## src/inc/sld_pkg.sv

```systemverilog
// Constants for the segment LCD driver: register map, field layout,
// reset values, drive level codes and divider figures.
// Assumes a byte-wide register port and a single reference clock.
package sld_pkg;

	// Register indices on the plain register port
	localparam logic [3:0] REG_CTRL = 4'h0;
	localparam logic [3:0] REG_CLK = 4'h1;
	localparam logic [3:0] REG_SEG_FIRST = 4'h2;
	localparam int SEG_REGS = 13;
	localparam int FP_COUNT = 25;
	localparam int BP_COUNT = 4;

	// Display control register fields
	localparam int CTRL_EN_BIT = 7;
	localparam int CTRL_FAST_BIT = 6;
	localparam int CTRL_LOWCUR_BIT = 5;
	localparam int CTRL_CON_LSB = 0;
	localparam logic [7:0] CTRL_RESET = 8'h00;
	localparam logic [7:0] CTRL_MASK = 8'hef;

	// Base clock register fields
	localparam int CLK_BOOST_LSB = 6;
	localparam int CLK_DUTY_LSB = 4;
	localparam int CLK_SEL_LSB = 0;
	localparam logic [7:0] CLK_RESET = 8'h00;
	localparam logic [7:0] CLK_MASK = 8'hf7;
	localparam logic [7:0] SEG_RESET = 8'h00;

	// Duty codes
	typedef enum logic [1:0] {
		SLD_DUTY_STATIC = 2'b00,
		SLD_DUTY_THIRD = 2'b01,
		SLD_DUTY_QUARTER = 2'b10,
		SLD_DUTY_UNUSED = 2'b11
	} sld_duty_t;

	// Fast-charge pulse: base period shifted right by this plus the code
	localparam int BOOST_SHIFT_BASE = 5;
	localparam logic [1:0] BOOST_CODE_MAX = 2'b10;

	// Drive level codes on each plane output
	localparam logic [1:0] LVL_VLCD = 2'h0;
	localparam logic [1:0] LVL_TWO_THIRD = 2'h1;
	localparam logic [1:0] LVL_ONE_THIRD = 2'h2;
	localparam logic [1:0] LVL_BIAS = 2'h3;

	// Base clock divider: smallest ratio, doubled per select step
	localparam int BASE_DIV_MIN_DEFAULT = 256;
	localparam int DIV_W = 17;

endpackage

```

## src/hw/sld_core.sv

```systemverilog
// Segment LCD driver: register file, base clock divider, plane waveform
// sequencer, fast-charge timing, pin role selection and stop handling.
// Assumes a same-clock register master and same-clock system signals.
//
// Functional notes
// - Up to 25 frontplanes and 4 backplanes, combination set by duty.
// - Thirteen segment registers, two frontplanes each except the last, which holds frontplane 24.
// - Segment bit one gives ON waveform, zero gives OFF waveform.
// - Enable low blanks display, planes at supply, ladder disconnected.
// - Static drives backplane 0, third duty three, quarter duty four.
// - When enabled, periodic backplane waveforms run continuously.
// - Shared pin is frontplane 0 or backplane 3 by duty field.
// - Frontplanes 3-24 take display role only with enable and group enable, 1-2 with enable.
// - Base clock divides reference by selected ratio and times all steps.
// - Frame lasts duty-count base clock periods.
// - Low-current bit selects the high-value ladder resistors.
// - Fast charge pulses low resistance at each switching edge.
// - Pulse lasts base period divided by 32, 64 or 128.
// - Contrast field gives sixteen bias settings.
// - Wait mode keeps waveforms running as in run mode.
// - Oscillator-in-stop option keeps the driver running in stop.
// - Without that option the driver goes inactive in stop.
// - Stop leaves every register unchanged.
// - Leaving stop resumes waveforms from retained settings.
// - Twenty-eight pins: three backplanes, one shared, 24 frontplanes.
// - Duty 00 static, 01 third, 10 quarter; reset clears it.
// - Boost 00, 01, 10 give 1/32, 1/64, 1/128; reset clears it.
// - Ladder follows low-current first, then fast charge; reset clears.
// - Enable bit read/write, reset clear, drives plane waveforms.
`timescale 1ns/10ps

module sld_core #(
	parameter int BASE_DIV_MIN = sld_pkg::BASE_DIV_MIN_DEFAULT
) (
	input wire logic ref_clk,
	input wire logic arst_n,
	input wire logic [3:0] regAddr,
	input wire logic [7:0] regWrData,
	input wire logic regWr,
	input wire logic regRd,
	output logic [7:0] regRdData,
	input wire logic portEDisplayEn,
	input wire logic portDDisplayEn,
	input wire logic portCDisplayEn,
	input wire logic stopMode,
	input wire logic oscRunsInStop,
	output logic [5:0] bpLevel,
	output logic [1:0] sharedLevel,
	output logic sharedIsBackplane,
	output logic [47:0] fpLevel,
	output logic [23:0] fpDisplayEn,
	output logic ladderConnect,
	output logic ladderLowRes,
	output logic [3:0] contrastLevel
);

	logic [7:0] ctrlReg;
	logic [7:0] clkReg;
	logic [7:0] segReg [sld_pkg::SEG_REGS];
	logic [7:0] segShadow [sld_pkg::SEG_REGS];
	logic [sld_pkg::DIV_W-1:0] divCnt;
	logic [sld_pkg::DIV_W-1:0] divRatio;
	logic [sld_pkg::DIV_W-1:0] boostCnt;
	logic [sld_pkg::DIV_W-1:0] next_boostLoad;
	logic [1:0] phase;
	logic [1:0] lastPhase;
	logic polarity;
	logic enable;
	logic running;
	logic stepTick;
	logic frameEnd;
	logic [1:0] duty;
	logic [1:0] boost;
	logic [1:0] next_bp [sld_pkg::BP_COUNT];
	logic [1:0] next_fp [sld_pkg::FP_COUNT];

	assign enable = ctrlReg[sld_pkg::CTRL_EN_BIT];
	assign duty = clkReg[sld_pkg::CLK_DUTY_LSB +: 2];
	assign boost = clkReg[sld_pkg::CLK_BOOST_LSB +: 2];
	// Wait mode has no input here: waveforms simply keep running.
	assign running = enable && !(stopMode && !oscRunsInStop);
	assign divRatio = sld_pkg::DIV_W'(BASE_DIV_MIN)
		<< clkReg[sld_pkg::CLK_SEL_LSB +: 3];
	assign stepTick = running && (divCnt >= divRatio - 1'b1);
	assign lastPhase = (duty == sld_pkg::SLD_DUTY_THIRD) ? 2'd2 :
		(duty == sld_pkg::SLD_DUTY_QUARTER) ? 2'd3 : 2'd0;
	assign frameEnd = stepTick && (phase >= lastPhase);

	// Control registers; stop mode never touches them
	always_ff @(posedge ref_clk or negedge arst_n)
	begin
		if (!arst_n)
		begin
			ctrlReg <= sld_pkg::CTRL_RESET;
			clkReg <= sld_pkg::CLK_RESET;
		end
		else if (regWr)
		begin
			if (regAddr == sld_pkg::REG_CTRL)
				ctrlReg <= regWrData & sld_pkg::CTRL_MASK;
			if (regAddr == sld_pkg::REG_CLK)
				clkReg <= regWrData & sld_pkg::CLK_MASK;
		end
	end

	// Segment data registers and frame-aligned shadow copy
	always_ff @(posedge ref_clk or negedge arst_n)
	begin
		if (!arst_n)
		begin
			for (int i = 0; i < sld_pkg::SEG_REGS; i++)
			begin
				segReg[i] <= sld_pkg::SEG_RESET;
				segShadow[i] <= sld_pkg::SEG_RESET;
			end
		end
		else
		begin
			for (int i = 0; i < sld_pkg::SEG_REGS; i++)
			begin
				if (regWr && regAddr == sld_pkg::REG_SEG_FIRST + 4'(i))
					segReg[i] <= regWrData;
				if (frameEnd || !enable)
					segShadow[i] <= segReg[i];
			end
		end
	end

	// Read port: data in the cycle after the strobe, zero elsewhere
	always_ff @(posedge ref_clk or negedge arst_n)
	begin
		if (!arst_n)
			regRdData <= 8'h00;
		else if (!regRd)
			regRdData <= 8'h00;
		else if (regAddr == sld_pkg::REG_CTRL)
			regRdData <= ctrlReg;
		else if (regAddr == sld_pkg::REG_CLK)
			regRdData <= clkReg;
		else if (regAddr >= sld_pkg::REG_SEG_FIRST &&
			regAddr < sld_pkg::REG_SEG_FIRST + 4'(sld_pkg::SEG_REGS))
			regRdData <= segReg[regAddr - sld_pkg::REG_SEG_FIRST];
		else
			regRdData <= 8'h00;
	end

	// Base clock divider; holds in stop so it resumes where it left off
	always_ff @(posedge ref_clk or negedge arst_n)
	begin
		if (!arst_n)
			divCnt <= '0;
		else if (!enable)
			divCnt <= '0;
		else if (running)
			divCnt <= stepTick ? '0 : divCnt + 1'b1;
	end

	// Step counter within a frame, polarity flips each frame
	always_ff @(posedge ref_clk or negedge arst_n)
	begin
		if (!arst_n)
		begin
			phase <= 2'd0;
			polarity <= 1'b0;
		end
		else if (!enable)
		begin
			phase <= 2'd0;
			polarity <= 1'b0;
		end
		else if (stepTick)
		begin
			phase <= frameEnd ? 2'd0 : phase + 2'd1;
			if (frameEnd)
				polarity <= !polarity;
		end
		else if (phase > lastPhase)
			phase <= 2'd0;
	end

	// Fast-charge pulse length for the current boost code
	always_comb
	begin
		if (boost > sld_pkg::BOOST_CODE_MAX)
			next_boostLoad = divRatio >> (sld_pkg::BOOST_SHIFT_BASE + 2);
		else
			next_boostLoad = divRatio >> (sld_pkg::BOOST_SHIFT_BASE +
				int'(boost));
	end

	// Fast-charge counter restarts at every waveform step edge
	always_ff @(posedge ref_clk or negedge arst_n)
	begin
		if (!arst_n)
			boostCnt <= '0;
		else if (!running)
			boostCnt <= '0;
		else if (stepTick)
			boostCnt <= next_boostLoad;
		else if (boostCnt != '0)
			boostCnt <= boostCnt - 1'b1;
	end

	// Level selection for every backplane and frontplane
	always_comb
	begin
		logic [3:0] bits;
		logic on;
		bits = 4'h0;
		on = 1'b0;
		for (int b = 0; b < sld_pkg::BP_COUNT; b++)
		begin
			if (duty == sld_pkg::SLD_DUTY_THIRD ||
				duty == sld_pkg::SLD_DUTY_QUARTER)
			begin
				if (b > int'(lastPhase))
					next_bp[b] = sld_pkg::LVL_VLCD;
				else if (2'(b) == phase)
					next_bp[b] = polarity ? sld_pkg::LVL_BIAS :
						sld_pkg::LVL_VLCD;
				else
					next_bp[b] = polarity ? sld_pkg::LVL_TWO_THIRD :
						sld_pkg::LVL_ONE_THIRD;
			end
			else if (b == 0)
				next_bp[b] = polarity ? sld_pkg::LVL_BIAS :
					sld_pkg::LVL_VLCD;
			else
				next_bp[b] = sld_pkg::LVL_VLCD;
		end
		for (int f = 0; f < sld_pkg::FP_COUNT; f++)
		begin
			bits = segShadow[f / 2][(f % 2) * 4 +: 4];
			if (duty == sld_pkg::SLD_DUTY_THIRD ||
				duty == sld_pkg::SLD_DUTY_QUARTER)
			begin
				on = bits[phase];
				if (on)
					next_fp[f] = polarity ? sld_pkg::LVL_VLCD :
						sld_pkg::LVL_BIAS;
				else
					next_fp[f] = polarity ? sld_pkg::LVL_ONE_THIRD :
						sld_pkg::LVL_TWO_THIRD;
			end
			else
			begin
				on = bits[0];
				next_fp[f] = (on ^ polarity) ? sld_pkg::LVL_BIAS :
					sld_pkg::LVL_VLCD;
			end
		end
	end

	// Registered plane outputs; blank at supply level when inactive
	always_ff @(posedge ref_clk or negedge arst_n)
	begin
		if (!arst_n)
		begin
			bpLevel <= '0;
			sharedLevel <= sld_pkg::LVL_VLCD;
			fpLevel <= '0;
		end
		else if (!running)
		begin
			bpLevel <= '0;
			sharedLevel <= sld_pkg::LVL_VLCD;
			fpLevel <= '0;
		end
		else
		begin
			bpLevel <= {next_bp[2], next_bp[1], next_bp[0]};
			sharedLevel <= (duty == sld_pkg::SLD_DUTY_QUARTER) ?
				next_bp[3] : next_fp[0];
			for (int f = 1; f < sld_pkg::FP_COUNT; f++)
				fpLevel[(f - 1) * 2 +: 2] <= next_fp[f];
		end
	end

	// Pin roles, ladder control and contrast code
	always_ff @(posedge ref_clk or negedge arst_n)
	begin
		if (!arst_n)
		begin
			sharedIsBackplane <= 1'b0;
			fpDisplayEn <= '0;
			ladderConnect <= 1'b0;
			ladderLowRes <= 1'b0;
			contrastLevel <= 4'h0;
		end
		else
		begin
			sharedIsBackplane <= duty == sld_pkg::SLD_DUTY_QUARTER;
			fpDisplayEn[1:0] <= {2{enable}};
			fpDisplayEn[9:2] <= {8{enable && portEDisplayEn}};
			fpDisplayEn[17:10] <= {8{enable && portDDisplayEn}};
			fpDisplayEn[23:18] <= {6{enable && portCDisplayEn}};
			ladderConnect <= running;
			ladderLowRes <= !ctrlReg[sld_pkg::CTRL_LOWCUR_BIT] ||
				(ctrlReg[sld_pkg::CTRL_FAST_BIT] && boostCnt != '0);
			contrastLevel <= ctrlReg[sld_pkg::CTRL_CON_LSB +: 4];
		end
	end
endmodule

```

## config.mk

```make
export PLATFORM = sky130hd
export DESIGN_NAME = sld_core
export DESIGN_NICKNAME = d
export VERILOG_FILES = /design/src/inc/sld_pkg.sv /design/src/hw/sld_core.sv
export SDC_FILE = /design/constraint.sdc
export NUM_CORES = 1
export LEC_CHECK = 0
export BUFFER_PORTS_ARGS = -buffer_cell sky130_fd_sc_hd__buf_2
export CAP_MARGIN = 10
export CORE_MARGIN = 5
export CORE_UTILIZATION = 60
export CTS_CLUSTER_SIZE = 30
export DETAILED_ROUTE_END_ITERATION = 10
export PLACE_DENSITY = 0.89
export SLEW_MARGIN = 10
export SYNTH_ARGS = -nofsm -noshare
export SYNTH_HDL_FRONTEND = slang
export SYNTH_SLANG_ARGS = --single-unit
```

## constraint.sdc

```tcl
create_clock -name ref_clk -period 5.66 [get_ports ref_clk]
set_input_delay 0.849 -clock ref_clk [delete_from_list [all_inputs] [get_ports ref_clk]]
set_output_delay 0.849 -clock ref_clk [all_outputs]
set_load 0.03 [all_outputs]
```

# Yosys cells after proc, flatten, opt, wreduce, memory -nomap -nowiden
# Index checks and enable logic that the tools add are counted.
[op_classes]
n_reduce_logical = 36
n_shift = 2
add_sub_neg = 6
n_mux = 167
n_eq_ne = 24
order_cmp = 11
n_bitwise = 26
[op_table]
columns = ["op", "count"]
rows = [
  ["$mux 2", 98],
  ["$mux 17", 7],
  ["$bmux 1 s2", 25],
  ["$mux 48", 1],
  ["$mux 8", 6],
  ["$sub 17x1->17 const B", 2],
  ["$bmux 8 s4", 1],
  ["$eq 4x4->1 const B", 7],
  ["$mux 1", 28],
  ["$xor 1x1->1", 25],
  ["$logic_and 1x1->1", 22],
  ["$add 17x1->17 const B", 1],
  ["$ge 17x17->1", 1],
  ["$reduce_bool 17->1", 1],
  ["$shl 9x3->17 const A", 1],
  ["$shr 17x4->17", 1],
  ["$eq 4x3->1 const B", 4],
  ["$eq 4x2->1 const B", 2],
  ["$mux 6", 1],
  ["$ne 2x1->1 const B", 3],
  ["$ne 3x1->1 const B", 2],
  ["$reduce_and 2->1", 3],
  ["$ge 5x5->1 const B", 1],
  ["$logic_not 1->1", 5],
  ["20 further kinds", 24],
]
[word_totals]
regBits = 345
elab_cells = 313
out_inout_bits = 95
in_bits = 21

# Logic depth before layout (Yosys ltp)
[depth]
ltp_word = 9
depth_mapped = 12
mapped_depth_nobuf = 8

# Worst setup path after synthesis
# OpenSTA, ideal clock, no wires.
[synth_timing]
kind = "in2reg"
startpoint = "input port regAddr[1]"
endpoint = "register regRdData[3]"
setup_ps = 122
cell_stages = 9
setup_slack_ps = 2886
required_ps = 5538
arrival_ps = 2653
path_cell_list = "buf_2 clkinv_1 ha_1 xnor2_1 mux4_2 mux2_2 nand2_1 o21ai_0 a32o_1"
[synth_via]
elab_chain_cells = 9
[synth_rtl]
columns = ["item", "line", "source"]
rows = [
  ["start: declaration", "sld_core.sv:37", "input wire logic [3:0] regAddr,"],
  ["$sub 4x2->4", "sld_core.sv:142", "regRdData <= segReg[regAddr - sld_pkg::REG_SEG_FIRST];"],
  ["$not 4->5 (not written as such)", "sld_core.sv:142", ""],
  ["$bmux 8 s4", "sld_core.sv:142", ""],
  ["$mux 8 (not written as such) (2 in a row)", "sld_core.sv:142", ""],
  ["$mux 8", "sld_core.sv:140", "else if (regAddr >= sld_pkg::REG_SEG_FIRST &&"],
  ["$mux 8", "sld_core.sv:138", "else if (regAddr == sld_pkg::REG_CLK)"],
  ["$mux 8 *", "sld_core.sv:136", "else if (regAddr == sld_pkg::REG_CTRL)"],
  ["$mux 8 *", "sld_core.sv:134", "else if (!regRd)"],
  ["end signal: assignment", "sld_core.sv:137", "regRdData <= ctrlReg;"],
  ["end signal: assignment", "sld_core.sv:139", "regRdData <= clkReg;"],
  ["end signal: assignment", "sld_core.sv:142", ""],
  ["end: declaration", "sld_core.sv:41", "output logic [7:0] regRdData,"],
]
# Every way passes the cells marked *; elsewhere a longest branch is shown, timed or not. The select of a mux whose other input is x is not followed.
# A chain may end at the register's enable or synchronous reset.

# Final worst setup path
[layout_timing]
startpoint = "register clkReg[2]"
endpoint = "register segShadow[8] (netlist name)"
[layout_via]
elab_chain_cells = 6
[layout_rtl]
columns = ["item", "line", "source"]
rows = [
  ["start: declaration", "sld_core.sv:58", "logic [7:0] clkReg;"],
  ["start signal: assignment", "sld_core.sv:95", "clkReg <= sld_pkg::CLK_RESET;"],
  ["start signal: assignment", "sld_core.sv:102", "clkReg <= regWrData & sld_pkg::CLK_MASK;"],
  ["$shl 9x3->17", "sld_core.sv:82", "assign divRatio = sld_pkg::DIV_W'(BASE_DIV_MIN)"],
  ["$sub 17x1->17", "sld_core.sv:84", "assign stepTick = running && (divCnt >= divRatio - 1'b1);"],
  ["$ge 17x17->1", "sld_core.sv:84", ""],
  ["$logic_and 1x1->1", "sld_core.sv:84", ""],
  ["$logic_and 1x1->1", "sld_core.sv:87", "assign frameEnd = stepTick && (phase >= lastPhase);"],
  ["$logic_or 1x1->1", "sld_core.sv:123", "if (frameEnd || !enable)"],
  ["end signal: indexed assignment", "sld_core.sv:114", "segShadow[i] <= sld_pkg::SEG_RESET;"],
  ["end signal: indexed assignment", "sld_core.sv:124", "segShadow[i] <= segReg[i];"],
  ["end: declaration", "sld_core.sv:60", "logic [7:0] segShadow [sld_pkg::SEG_REGS];"],
]
# Every way passes these cells.

==> summary.md <==
| Metric | Value |
|---|---|
| Syn Area/Cell | `13.12 um^2` |
| Post_cts resized | `0` |
| Clk buf depth | `3` |
| Placed cells | `1,599` |
| Leakage power | `8.174 nW` |
| RSZ-0062 raised after global routing | `false` |
| Slew margin rel. | `0.2787` |
| Skew-Pair Late Insertion Delay | `510 ps` |
| Mapped Cells | `1,227` |
| Layout cells sized above 1 | `0.3450` |
| Status | `finished, final reports clean` |
| Post-route insts no fill | `1,657` |
| First-pass GRT wire length | `59,770 um` |
| Clock Sinks | `329` |
| Yosys warns | `0` |
| Crit-path slowest cell | `buf_4` |
| Hold crit path type | `in -> async` |
| Clock transition at path regs | `60 ps` |
| Critical path class | `reg -> reg` |
| Io pins | `116` |
| Pre-CTS WS | `1264 ps` |
| Vias in the first global route | `10,650` |
| Max Fclk | `221.4 MHz` |
| Mux cell area share after synthesis | `0.2651` |
| Net count, final | `1,335` |
| Die width | `173.8 um` |
| Startpoint types | `flop` |
| Asr flop ratio synth | `1.000` |
| XOR/XNOR share of the synthesized area | `0.03482` |
| Synthesized cell area | `16,100 um^2` |
| CTS tree | `yes` |
| NetSw | `2.544 mW` |
| Top FF cell, synth | `dfrtp_1` |
| Yosys top cell area share | `0.5114` |
| Vias | `10,220` |
| Crit-path max FO | `55` |
| Core area | `26,650 um^2` |
| Clock Power Share | `0.274` |
| Largest net degree at the start of global routing | `178` |
| Final cycle utilization of the critical path | `0.7981` |
| Largest family of logic cells by synthesized area | `multiplexers` |
| Initial Util | `0.6040` |
| Max VDD drop | `0.2403 mV` |
| Req. time, crit path | `6040 ps` |
| Initial DRT Pass Iterations | `5` |
| Final number of setup-violating endpoints | `0` |
| Full die area | `30,210 um^2` |
| Internal power | `5.464 mW` |
| Detailed Place HPWL | `24,340 um` |
| Final Skew | `20.37 ps` |
| Final Max Slew Viols | `0` |
| Post-Synth Simple-Gate Area | `0.08239` |
| Initial antenna violation count | `3` |
| Sw Share | `0.3177` |
| Max-Cap Viols | `0` |
| Grt ovf | `0` |
| Minimum clock period | `4517 ps` |
| Sequential area share after synthesis | `0.5114` |
| Top-count cell post-synth | `dfrtp_1` |
| Postcts setup bufs | `0` |
| Root buffer cell | `clkbuf_16` |
| N_diodes | `0` |
| Synth cell types | `59` |
| Top post-synthesis cells by area | `dfrtp_1 51%, mux2_4 9.3%, mux2_2 8.7%` |
| WL/cell | `22.59 um` |
| Total GRT Usage | `0.2463` |
| Worst slew pin tran | `1077 ps` |
| Crit-path cells | `o21ai_0, ha_1, nand4_1, nor3_2, a211oi_2, and2_1, o31ai_4, buf_4, buf_4, mux2_4` |
| Reg2reg setup slack | `1140 ps` |
| Layout fillers | `1,733` |
| Sequential cell area | `8235 um^2` |
| CTS buffer count | `34` |
| Die height | `173.8 um` |
| Cell taking the most area after synthesis | `dfrtp_1` |
| Routed WL | `37,430 um` |
| Critical Path End Type | `flop` |
| # rows | `60` |
| Vias per cell | `6.165` |
| Post-synth EDFFs | `0` |
| Register share of total power | `0.433` |
| Area Overhead vs Synth | `9.684%` |
| DR DRC count | `0` |
| Top cells by count, synth | `329 x dfrtp_1, 125 x mux2_2, 100 x mux2_4, 83 x nor2_1, 61 x nand2_1` |
| Fin. Hold Viols | `0` |
| H-tree levels | `2` |
| Critical path's largest stage delay | `910 ps` |
| Worst Path Arrival | `4900 ps` |
| Power per Cell Area | `453.6 nW/um^2` |
| Area of the multi-input gates | `7163 um^2` |
| Synth Area in Compound Gates | `0.04586` |
| Logic pwr share | `0.294` |
| Antenna-violating nets left | `0` |
| Seq cells post-synth | `329` |
| Final TNS setup | `0 ps` |
| Final GP Congestion | `0.9096` |
| Initial DRC Count | `956` |
| Critical Path Most Common Cell | `buf_4` |
| Number of hold buffers added after cts | `0` |
| Area share of fa/ha/maj cells after synthesis | `0.01554` |
| Worst setup margin | `1143 ps` |
| Final hold slack | `367.0 ps` |
| Input/output buffers | `115` |
## cells in the final DEF (no fill, tap or decap), types with 4 or more instances in the layout
| cell | n |
|---|---|
| o211ai_1 | 6 |
| mux2i_1 | 39 |
| buf_2 | 114 |
| a21oi_1 | 29 |
| clkbuf_16 | 35 |
| buf_4 | 9 |
| inv_1 | 18 |
| o311ai_0 | 5 |
| a211oi_1 | 4 |
| and2_1 | 7 |
| o21ai_0 | 35 |
| xor2_1 | 9 |
| nand2_1 | 61 |
| o31ai_1 | 4 |
| a31oi_1 | 4 |
| xnor2_1 | 54 |
| nor3_1 | 12 |
| nand4_1 | 7 |
| or3_1 | 8 |
| a22oi_1 | 5 |
| clkbuf_1 | 11 |
| mux2_2 | 125 |
| ha_1 | 19 |
| and3_1 | 5 |
| nor2_1 | 83 |
| a21boi_0 | 4 |
| nand3_1 | 34 |
| clkbuf_8 | 6 |
| nor2b_1 | 35 |
| nand2b_1 | 9 |
| mux4_2 | 43 |
| mux2_4 | 100 |
| dfrtp_1 | 327 |
## metrics by stage
step	utilization	power [mW]	instance area (um^2)
2_1_floorplan	-	5.239	16100
3_3_place_gp	0.6219	5.674	16570
3_5_place_dp	0.6219	5.801	16570
4_1_cts	0.6625	8.037	17660
5_1_grt	0.6625	8.361	17660
6_report	0.6625	8.009	17660
## state kept, by name, summed over array words and instances, names as in the netlist
| signal | count |
|---|---|
| bpLevel | 5 |
| contrastLevel | 4 |
| sharedIsBackplane | 1 |
| segReg | 104 |
| sharedLevel | 2 |
| fpDisplayEn | 4 |
| segShadow | 100 |
| ctrlReg | 7 |
| divCnt | 17 |
| regRdData | 8 |
| polarity | 1 |
| ladderLowRes | 1 |
| fpLevel | 48 |
| phase | 2 |
| boostCnt | 17 |
| ladderConnect | 1 |
| clkReg | 7 |
## cells by family (layout without fill, tap and decap cells)
kind of cell    count (synthesis)  after routing
flops                         329            329
xor+xnor                       64             64
simple gates                  276            276
compound gates                115            115
mux                           307            307
buf+inv                       115            203
other cells                     1              2
fa+ha+maj                      20             20
## power by group through the flow
stage	logic (mW)	registers [mW]	clock network (mW)
2_1_floorplan	1.72	3.52	0
3_3_place_gp	2.24	3.43	0
3_5_place_dp	2.33	3.47	0
4_1_cts	2.36	3.45	2.22
5_1_grt	2.51	3.52	2.33
6_report	2.35	3.46	2.19
## worst paths after layout
check	start	end	depth (start not counted)
hold reg to reg	ctrlReg[1]	contrastLevel[1]	0
setup reg to reg	clkReg[2]	segShadow[8]	10
setup / recovery	clkReg[2]	segShadow[8]	10
hold / removal	arst_n	divCnt[1]	1
max in group asynchronous	arst_n	segReg[71]	2
min in group ref_clk	ctrlReg[1]	contrastLevel[1]	0
## layout make-up
cell class                      count  area share
Sequential cell                   329      0.4664
Multi-Input combinational cell    784      0.4057
Clock buffer                       52     0.05662
Timing Repair Buffer              125     0.03812
Tap cell                          341     0.02416
Clock inverter                      6    0.004748
Inverter                           20    0.004252
## worst max-delay path, delay by kind of cell (launching register included)
kind            cells  cell delay, ps
mux                 1             360
buf+inv             2            1610
simple gates        3             760
fa+ha+maj           1             350
compound gates      3             610
flops               1             600
## layer usage
metal	routed length [um]	part of all wire	GRT usage
met1	14730	0.39	0.3175
met2	18760	0.50	0.4158
met3	2700	0.072	0.05692
met4	1194	0.032	0.08116
met5	47	0.0013	0
No activity file was read; power rests on OpenSTA's default activity.
